File: config.mk
export PLATFORM = sky130hd
export DESIGN_NAME = auxsq_top
export DESIGN_NICKNAME = d
export VERILOG_FILES = /design/src/auxsq_pkg.sv /design/src/auxsq_tick.sv /design/src/auxsq_seq.sv /design/src/auxsq_top.sv
export SDC_FILE = /design/constraint.sdc
export NUM_CORES = 1
export LEC_CHECK = 0
export ABC_AREA = 1
export BUFFER_PORTS_ARGS = -buffer_cell sky130_fd_sc_hd__buf_4
export CELL_PAD_IN_SITES_DETAIL_PLACEMENT = 0
export CELL_PAD_IN_SITES_GLOBAL_PLACEMENT = 1
export CORE_UTILIZATION = 30
export CTS_CLUSTER_DIAMETER = 30
export DETAILED_ROUTE_END_ITERATION = 8
export PLACE_DENSITY_LB_ADDON = 0.1
export SLEW_MARGIN = 10
export SYNTH_ARGS = -nofsm -noshare
export SYNTH_HDL_FRONTEND = slang
export SYNTH_SLANG_ARGS = --single-unit
File: constraint.sdc
create_clock -name sys_clk -period 4.9 [get_ports sys_clk]
set_input_delay 0.245 -clock sys_clk [delete_from_list [all_inputs] [get_ports sys_clk]]
set_output_delay 0.245 -clock sys_clk [all_outputs]
set_load 0.03 [all_outputs]
File: src/auxsq_pkg.sv
// Constants and types for the auxiliary output sequencing block
package auxsq_pkg;

    // ------------------------------------------------------------------
    // Register offsets
    // ------------------------------------------------------------------
    localparam logic [7:0] OUT_ONE_DELAYS_ADDR = 8'h10;
    localparam logic [7:0] OUT_TWO_DELAYS_ADDR = 8'h11;
    localparam logic [7:0] OUT_CONTROL_ADDR = 8'h12;
    localparam logic [7:0] DEV_CONFIG_ADDR = 8'h13;

    // ------------------------------------------------------------------
    // Reset values
    // ------------------------------------------------------------------
    localparam logic [7:0] OUT_ONE_DELAYS_RST = 8'h00;
    localparam logic [7:0] OUT_TWO_DELAYS_RST = 8'h00;
    localparam logic [7:0] OUT_CONTROL_RST = 8'h00;
    localparam logic [7:0] DEV_CONFIG_RST = 8'h00;

    // Writable bits of the control register, reserved bits 7 and 3 clear
    localparam logic [7:0] OUT_CONTROL_WMASK = 8'h77;

    // ------------------------------------------------------------------
    // Field positions
    // ------------------------------------------------------------------
    localparam int FALL_CODE_LSB = 4;
    localparam int RISE_CODE_LSB = 0;
    localparam int OUT_ONE_LEVEL_BIT = 0;
    localparam int OUT_ONE_PIN_GATING_BIT = 1;
    localparam int OUT_ONE_DRIVE_TYPE_BIT = 2;
    localparam int OUT_TWO_LEVEL_BIT = 4;
    localparam int OUT_TWO_PIN_GATING_BIT = 5;
    localparam int OUT_TWO_DRIVE_TYPE_BIT = 6;
    localparam int RISE_RANGE_BIT = 6;
    localparam int FALL_RANGE_BIT = 5;
    localparam int SHARED_PIN_FUNCTION_BIT = 4;
    localparam int SHARED_PIN_PULLDOWN_BIT = 3;
    localparam int CONTROL_PIN_PULLDOWN_BIT = 2;
    localparam int DIE_HEAT_WARNING_BIT = 1;
    localparam int CLOCK_SPREADING_BIT = 0;

    // ------------------------------------------------------------------
    // Timing
    // ------------------------------------------------------------------
    localparam int CLK_PERIOD_PS = 4000;
    localparam int HALF_MS_PS = 500000000;
    localparam int HALF_MS_CYCLES = HALF_MS_PS / CLK_PERIOD_PS;
    localparam int STEP_CNT_W = 5;

    typedef enum logic [3:0] {
        SEQ_LOW = 4'b0001,
        SEQ_WAIT_RISE = 4'b0010,
        SEQ_HIGH = 4'b0100,
        SEQ_WAIT_FALL = 4'b1000
    } auxsq_state_t;

    // Delay in half-ms ticks: code, doubled in the extended range
    function automatic logic [STEP_CNT_W-1:0] half_ms_steps(
        input logic [3:0] code,
        input logic wide
    );
        half_ms_steps = wide ? {code, 1'b0} : {1'b0, code};
    endfunction : half_ms_steps

endpackage : auxsq_pkg

File: src/auxsq_tick.sv
// Half-millisecond tick divider with restart
`timescale 1ns/1ns
module auxsq_tick #(
    parameter int DIV_CYCLES = auxsq_pkg::HALF_MS_CYCLES
) (
    input wire logic sys_clk,
    input wire logic rst,
    input wire logic restart,
    output logic tick
);

    logic [23:0] div_reg;

    // Restart aligns the step grid to the enable edge
    always_ff @(posedge sys_clk) begin
        if (rst || restart || tick) begin
            div_reg <= 24'h000000;
        end else begin
            div_reg <= div_reg + 24'h000001;
        end
    end

    assign tick = (div_reg == 24'(DIV_CYCLES - 1));

endmodule : auxsq_tick

File: src/auxsq_seq.sv
// Enable-edge sequencer: delayed rise and fall of one output
`timescale 1ns/1ns
module auxsq_seq (
    input wire logic sys_clk,
    input wire logic rst,
    input wire logic enable_pin,
    input wire logic tick,
    input wire logic [3:0] rise_code,
    input wire logic [3:0] fall_code,
    input wire logic rise_wide,
    input wire logic fall_wide,
    output logic edge_seen,
    output logic seq_out
);

    auxsq_pkg::auxsq_state_t state_reg;
    logic en_prev_reg;
    logic [auxsq_pkg::STEP_CNT_W-1:0] cnt_reg;
    logic [auxsq_pkg::STEP_CNT_W-1:0] rise_steps;
    logic [auxsq_pkg::STEP_CNT_W-1:0] fall_steps;
    logic rise_edge;
    logic fall_edge;

    assign rise_edge = enable_pin & ~en_prev_reg;
    assign fall_edge = ~enable_pin & en_prev_reg;
    assign edge_seen = rise_edge | fall_edge;
    assign rise_steps = auxsq_pkg::half_ms_steps(rise_code, rise_wide);
    assign fall_steps = auxsq_pkg::half_ms_steps(fall_code, fall_wide);

    always_ff @(posedge sys_clk) begin
        if (rst) begin
            en_prev_reg <= 1'b0;
        end else begin
            en_prev_reg <= enable_pin;
        end
    end

    // Codes are sampled at the edge; later writes do not stretch a wait
    // Edge finding the output already there skips the wait: no glitch
    always_ff @(posedge sys_clk) begin
        if (rst) begin
            state_reg <= auxsq_pkg::SEQ_LOW;
            cnt_reg <= '0;
        end else if (rise_edge) begin
            cnt_reg <= rise_steps;
            state_reg <= (rise_steps == '0 || seq_out) ? auxsq_pkg::SEQ_HIGH
                                            : auxsq_pkg::SEQ_WAIT_RISE;
        end else if (fall_edge) begin
            cnt_reg <= fall_steps;
            state_reg <= (fall_steps == '0 || !seq_out) ? auxsq_pkg::SEQ_LOW
                                            : auxsq_pkg::SEQ_WAIT_FALL;
        end else begin
            unique case (state_reg)
                auxsq_pkg::SEQ_WAIT_RISE: begin
                    if (tick) begin
                        cnt_reg <= cnt_reg - 5'h01;
                        if (cnt_reg == 5'h01) begin
                            state_reg <= auxsq_pkg::SEQ_HIGH;
                        end
                    end
                end
                auxsq_pkg::SEQ_WAIT_FALL: begin
                    if (tick) begin
                        cnt_reg <= cnt_reg - 5'h01;
                        if (cnt_reg == 5'h01) begin
                            state_reg <= auxsq_pkg::SEQ_LOW;
                        end
                    end
                end
                auxsq_pkg::SEQ_LOW: begin
                end
                auxsq_pkg::SEQ_HIGH: begin
                end
            endcase
        end
    end

    // Output stays high through the fall wait
    assign seq_out = (state_reg == auxsq_pkg::SEQ_HIGH)
                  || (state_reg == auxsq_pkg::SEQ_WAIT_FALL);

endmodule : auxsq_seq

File: src/auxsq_top.sv
// Auxiliary output sequencing, drive control and device configuration
`timescale 1ns/1ns

// What this block does
// - Output one falls after enable falls, delayed
// - Output one rises after enable rises, delayed
// - Output two fall delay from enable fall
// - Output two rise delay from enable rise
// - Rise range bit: 0.5 ms or 1 ms steps
// - Fall range bit: 0.5 ms or 1 ms steps
// - Output one gating: level only, or with pin
// - Output two gating: level only, or with pin
// - Output one level bit sets driven level
// - Output two level applies in output function
// - Output one push-pull or open-drain drive
// - Output two push-pull or open-drain drive
// - Shared pin: second output or clock input
// - Shared pin pull-down enable, both functions
// - Enable pin pull-down enable
// - Heat warning threshold 125 or 137 degrees
// - Clock spreading enable bit
module auxsq_top #(
    parameter int HALF_MS_CYCLES = auxsq_pkg::HALF_MS_CYCLES
) (
    input wire logic sys_clk,
    input wire logic rst,
    input wire logic reg_wr_en,
    input wire logic reg_rd_en,
    input wire logic [7:0] reg_addr,
    input wire logic [7:0] reg_wr_data,
    output logic [7:0] reg_rd_data,
    input wire logic enable_pin,
    output logic aux_output_one_o,
    output logic aux_output_one_oe,
    input wire logic external_clock_input_pin_i,
    output logic aux_output_two_o,
    output logic aux_output_two_oe,
    output logic external_clock,
    output logic external_clock_selected,
    output logic shared_pin_pulldown,
    output logic control_pin_pulldown,
    output logic die_heat_warning_threshold,
    output logic clock_spreading_on
);

    // ------------------------------------------------------------------
    // Registers
    // ------------------------------------------------------------------
    logic [7:0] aux_out_one_delays_reg;
    logic [7:0] aux_out_two_delays_reg;
    logic [7:0] aux_out_control_reg;
    logic [7:0] device_configuration_reg;
    logic [7:0] reg_rd_data_next;

    always_ff @(posedge sys_clk) begin
        if (rst) begin
            aux_out_one_delays_reg <= auxsq_pkg::OUT_ONE_DELAYS_RST;
        end else if (reg_wr_en
                     && reg_addr == auxsq_pkg::OUT_ONE_DELAYS_ADDR) begin
            aux_out_one_delays_reg <= reg_wr_data;
        end
    end

    always_ff @(posedge sys_clk) begin
        if (rst) begin
            aux_out_two_delays_reg <= auxsq_pkg::OUT_TWO_DELAYS_RST;
        end else if (reg_wr_en
                     && reg_addr == auxsq_pkg::OUT_TWO_DELAYS_ADDR) begin
            aux_out_two_delays_reg <= reg_wr_data;
        end
    end

    // Reserved bits never store anything
    always_ff @(posedge sys_clk) begin
        if (rst) begin
            aux_out_control_reg <= auxsq_pkg::OUT_CONTROL_RST;
        end else if (reg_wr_en
                     && reg_addr == auxsq_pkg::OUT_CONTROL_ADDR) begin
            aux_out_control_reg <= reg_wr_data
                                 & auxsq_pkg::OUT_CONTROL_WMASK;
        end
    end

    always_ff @(posedge sys_clk) begin
        if (rst) begin
            device_configuration_reg <= auxsq_pkg::DEV_CONFIG_RST;
        end else if (reg_wr_en
                     && reg_addr == auxsq_pkg::DEV_CONFIG_ADDR) begin
            device_configuration_reg <= reg_wr_data;
        end
    end

    // ------------------------------------------------------------------
    // Read path
    // ------------------------------------------------------------------
    always_comb begin
        unique case (reg_addr)
            auxsq_pkg::OUT_ONE_DELAYS_ADDR: begin
                reg_rd_data_next = aux_out_one_delays_reg;
            end
            auxsq_pkg::OUT_TWO_DELAYS_ADDR: begin
                reg_rd_data_next = aux_out_two_delays_reg;
            end
            auxsq_pkg::OUT_CONTROL_ADDR: begin
                reg_rd_data_next = aux_out_control_reg
                                 & auxsq_pkg::OUT_CONTROL_WMASK;
            end
            auxsq_pkg::DEV_CONFIG_ADDR: begin
                reg_rd_data_next = device_configuration_reg;
            end
            default: begin
                reg_rd_data_next = 8'h00;
            end
        endcase
    end

    // Read data holds until the next read
    always_ff @(posedge sys_clk) begin
        if (rst) begin
            reg_rd_data <= 8'h00;
        end else if (reg_rd_en) begin
            reg_rd_data <= reg_rd_data_next;
        end
    end

    // ------------------------------------------------------------------
    // Field decode
    // ------------------------------------------------------------------
    logic rise_wide;
    logic fall_wide;
    logic out_one_level;
    logic out_one_pin_gating;
    logic out_one_drive_type;
    logic out_two_level;
    logic out_two_pin_gating;
    logic out_two_drive_type;
    logic shared_pin_function;

    assign rise_wide =
        device_configuration_reg[auxsq_pkg::RISE_RANGE_BIT];
    assign fall_wide =
        device_configuration_reg[auxsq_pkg::FALL_RANGE_BIT];
    assign shared_pin_function =
        device_configuration_reg[auxsq_pkg::SHARED_PIN_FUNCTION_BIT];
    assign out_one_level =
        aux_out_control_reg[auxsq_pkg::OUT_ONE_LEVEL_BIT];
    assign out_one_pin_gating =
        aux_out_control_reg[auxsq_pkg::OUT_ONE_PIN_GATING_BIT];
    assign out_one_drive_type =
        aux_out_control_reg[auxsq_pkg::OUT_ONE_DRIVE_TYPE_BIT];
    assign out_two_level =
        aux_out_control_reg[auxsq_pkg::OUT_TWO_LEVEL_BIT];
    assign out_two_pin_gating =
        aux_out_control_reg[auxsq_pkg::OUT_TWO_PIN_GATING_BIT];
    assign out_two_drive_type =
        aux_out_control_reg[auxsq_pkg::OUT_TWO_DRIVE_TYPE_BIT];

    // ------------------------------------------------------------------
    // Enable sequencers
    // ------------------------------------------------------------------
    logic one_tick;
    logic one_restart;
    logic one_seq;
    logic two_tick;
    logic two_restart;
    logic two_seq;

    // One divider per output so each step grid starts at its own edge
    auxsq_tick #(
        .DIV_CYCLES(HALF_MS_CYCLES)
    ) u_one_tick (
        .sys_clk(sys_clk),
        .rst(rst),
        .restart(one_restart),
        .tick(one_tick)
    );

    auxsq_seq u_one_seq (
        .sys_clk(sys_clk),
        .rst(rst),
        .enable_pin(enable_pin),
        .tick(one_tick),
        .rise_code(aux_out_one_delays_reg[
            auxsq_pkg::RISE_CODE_LSB +: 4]),
        .fall_code(aux_out_one_delays_reg[
            auxsq_pkg::FALL_CODE_LSB +: 4]),
        .rise_wide(rise_wide),
        .fall_wide(fall_wide),
        .edge_seen(one_restart),
        .seq_out(one_seq)
    );

    auxsq_tick #(
        .DIV_CYCLES(HALF_MS_CYCLES)
    ) u_two_tick (
        .sys_clk(sys_clk),
        .rst(rst),
        .restart(two_restart),
        .tick(two_tick)
    );

    auxsq_seq u_two_seq (
        .sys_clk(sys_clk),
        .rst(rst),
        .enable_pin(enable_pin),
        .tick(two_tick),
        .rise_code(aux_out_two_delays_reg[
            auxsq_pkg::RISE_CODE_LSB +: 4]),
        .fall_code(aux_out_two_delays_reg[
            auxsq_pkg::FALL_CODE_LSB +: 4]),
        .rise_wide(rise_wide),
        .fall_wide(fall_wide),
        .edge_seen(two_restart),
        .seq_out(two_seq)
    );

    // ------------------------------------------------------------------
    // Output levels
    // ------------------------------------------------------------------
    logic one_level_next;
    logic two_level_next;

    always_comb begin
        if (out_one_pin_gating) begin
            one_level_next = out_one_level & one_seq;
        end else begin
            one_level_next = out_one_level;
        end
    end

    always_comb begin
        if (out_two_pin_gating) begin
            two_level_next = out_two_level & two_seq;
        end else begin
            two_level_next = out_two_level;
        end
    end

    // ------------------------------------------------------------------
    // Pin drivers
    // ------------------------------------------------------------------
    // Open drain only ever pulls low; high is left to the external pull-up
    always_ff @(posedge sys_clk) begin
        if (rst) begin
            aux_output_one_o <= 1'b0;
            aux_output_one_oe <= 1'b0;
        end else if (out_one_drive_type) begin
            aux_output_one_o <= 1'b0;
            aux_output_one_oe <= ~one_level_next;
        end else begin
            aux_output_one_o <= one_level_next;
            aux_output_one_oe <= 1'b1;
        end
    end

    // Driver released whenever the shared pin is a clock input
    always_ff @(posedge sys_clk) begin
        if (rst) begin
            aux_output_two_o <= 1'b0;
            aux_output_two_oe <= 1'b0;
        end else if (shared_pin_function) begin
            aux_output_two_o <= 1'b0;
            aux_output_two_oe <= 1'b0;
        end else if (out_two_drive_type) begin
            aux_output_two_o <= 1'b0;
            aux_output_two_oe <= ~two_level_next;
        end else begin
            aux_output_two_o <= two_level_next;
            aux_output_two_oe <= 1'b1;
        end
    end

    // Clock path forced low while the pin serves as an output
    always_ff @(posedge sys_clk) begin
        if (rst) begin
            external_clock <= 1'b0;
            external_clock_selected <= 1'b0;
        end else begin
            external_clock <= shared_pin_function
                            & external_clock_input_pin_i;
            external_clock_selected <= shared_pin_function;
        end
    end

    // ------------------------------------------------------------------
    // Configuration outputs
    // ------------------------------------------------------------------
    always_ff @(posedge sys_clk) begin
        if (rst) begin
            shared_pin_pulldown <= 1'b0;
            control_pin_pulldown <= 1'b0;
            die_heat_warning_threshold <= 1'b0;
            clock_spreading_on <= 1'b0;
        end else begin
            shared_pin_pulldown <= device_configuration_reg[
                auxsq_pkg::SHARED_PIN_PULLDOWN_BIT];
            control_pin_pulldown <= device_configuration_reg[
                auxsq_pkg::CONTROL_PIN_PULLDOWN_BIT];
            die_heat_warning_threshold <= device_configuration_reg[
                auxsq_pkg::DIE_HEAT_WARNING_BIT];
            clock_spreading_on <= device_configuration_reg[
                auxsq_pkg::CLOCK_SPREADING_BIT];
        end
    end

endmodule : auxsq_top

==> metrics.txt <==
flop2flop setup slack 2.65 ns; Setup crit end u_one_seq.cnt_reg[3]; Worst Skew 0.0103 ns; Critical Path Source Type register; r2r startpoint u_two_seq.en_prev_reg; CP cell instances inv_1, ha_1, inv_2, nand2_2, inv_1, nand3_1, nand2_1, nand2_1, nand2_1, nor2_1; CTS root buf clkbuf_16; die area 20,800 um^2; TritonCTS clock tree built; DRT iter0 DRCs 270; Hold-fix buffers, CTS 0; placed insts 1,183; antenna cell count 0; GR Util met2 0.286; Setup WS post-layout 2.65 ns; first-pass GRT wire length 28,000 um; share of layout cells above drive strength 1 0.113; synthesized area 6050 um^2; pwr dens 343 nW/um^2; global route hottest layer met2; GRT overflow 0; maxcap violations 0; Routed Antenna Nets 0; largest area contributor in the netlist dfxtp_1; initial antenna violation count 0; Yosys reg bits 115; Final Hold Fails 0; Synth Area per Inst 6.73 um^2; maximum VDD drop 0.219 mV; most frequent cells in the layout nand2_1 (199), nor2_1 (124), dfxtp_1 (115); worst skew pair latency 0.43 ns; fmax 0.444 GHz; Core ar. 19,700 um^2; Reg2Reg Depth 10; Syn Nets 929; Data arrival, critical path 2.57 ns; setup TNS 0 ns; io pins 40; DR DRC count 0; area of the multi-input gates 3250 um^2; vias post-DR 5,643; row cnt 51; Slew @ Worst Pin 1.03 ns; final worst-path cycle share 0.460; status finished, final reports clean; combinational power share 0.071; H-tree level count 4; met1 usage 0.235; CP Data Required Time 5.22 ns; 1st-pass router iterations 4; slowest CP cell dfxtp_1; largest net degree at the start of global routing 37; worst hold path class in2reg; area share of the leading cell type in the synthesized netlist 0.380; Final Non-Filler Cells 1,215; register share of total power 0.395; ys flop type dfxtp_1; met3 Use GR 0.0411; largest cells by area after synthesis dfxtp_1 (38%), nand2_1 (12%), nor2_1 (7.7%); FF-to-FF End u_one_seq.cnt_reg[3]; final setup vio count 0; pre-CTS setup slack 2.36 ns; internal cell power 1.83 mW; Max Slew Vio Count 0; area grow syn2layout 18.7%; Worst slew margin 0.310; via/cell ratio 4.64; Crit. Startpoint u_two_seq.en_prev_reg; post_cts resized 0; Hold WS 0.0404 ns; vias in the first global route 5,341; CTS buffer count 17; Clock power frac 0.535; post-synthesis cell type count 43; Die H 144 um; die width 144 um; routed len/inst 14.2 um; Register Area 2300 um^2; nature of the critical path endpoint register; drt total wl 17,300 um; unrepaired setup endpoints after global routing false; I/O Buffers 39; CP Class reg2reg; CTS sink cnt 115; CP Max Fanout 11; FILL cells 2,187; fin nets 967; sequential cell area fraction in the yosys report 0.380; Async SR Flop Fraction 0; min cycle time layout 2.25 ns; Initial Util 0.308; # Post-CTS Setup Buffers 0; sw frac 0.258; Crit path top cell by count nand2_1; CP peak stage delay 0.34 ns; Leak Pwr 2.78 nW; aggregate global-route resource usage 0.178; GP Congestion 0.776; clk buf depth 2; clock input transition at the sequential cells of the worst setup and hold paths 0.06 ns; commonest non-fill, non-tap cell in the layout nand2_1; Post-synth EDFFs 0; Synth Instances 899; Psw 0.636 mW; Syn. warnings 0; Pwr Total 2.46 mW; DP HPWL 12,900 um
area by class of cell:
type                            instances  share of cell area
Tap cell                              265              0.0461
Timing Repair Buffer                   40              0.0418
Clock buffer                           17              0.0592
Sequential cell                       115               0.320
Clock inverter                         15              0.0272
Inverter                              101              0.0528
Multi-Input combinational cell        662               0.453
worst min path at each step:
stage	depth (start not counted)	to	slack (ns)	start
2_1_floorplan	2	external_clock	0.37	external_clock_input_pin_i
3_3_place_gp	2	control_pin_pulldown	0.44	device_configuration_reg[2]
3_5_place_dp	2	control_pin_pulldown	0.44	device_configuration_reg[2]
4_1_cts	3	external_clock	0.03	external_clock_input_pin_i
5_1_grt	3	external_clock	0.05	external_clock_input_pin_i
6_report	3	external_clock	0.04	external_clock_input_pin_i
worst max-delay path: cells and delay by family (launching register included):
family	cells	cell delay, ns
fa+ha+maj	1	0.34
flops	1	0.34
buf+inv	3	0.59
simple gates	6	0.87
power groups by stage:
stage	registers [mW]	clock network, mW	logic (mW)
after global placement	0.993	0	0.178
after global routing	0.975	1.39	0.199
final	0.972	1.32	0.174
after CTS	0.972	1.35	0.177
after detailed placement	0.993	0	0.176
after floorplan	0.990	0	0.122
cells by family after synthesis:
logic type	after synthesis	share of synthesized area
flops	115	0.380
fa+ha+maj	8	0.0165
xor+xnor	13	0.0188
simple gates	479	0.358
compound gates	162	0.144
buf+inv	122	0.0825
cell usage after synthesis (5+ instances only):
cell type,number
a21oi_1,89
buf_2,6
buf_4,5
clkbuf_1,6
dfxtp_1,115
ha_1,8
inv_1,97
nand2_1,199
nand2_2,6
nand3_1,77
nand3b_1,9
nand4_1,19
nor2_1,124
nor3_1,20
o21ai_0,46
o21ai_1,5
or2_2,5
xor2_1,9
per-stage QoR:
step,instance area (um^2),util
after detailed placement,6570,0.334
final,7190,0.366
after global routing,7190,0.366
after global placement,6570,0.334
after CTS,7190,0.366
after floorplan,6050,-
routing by layer:
layer / routed length [um] / up-vias
met4: 176 / 0
met1: 8490 / 2532
met5: 0 / -
met2: 8010 / 65
met3: 584 / 17
li1: - / 3029
Power figures use the tool's default switching activity.
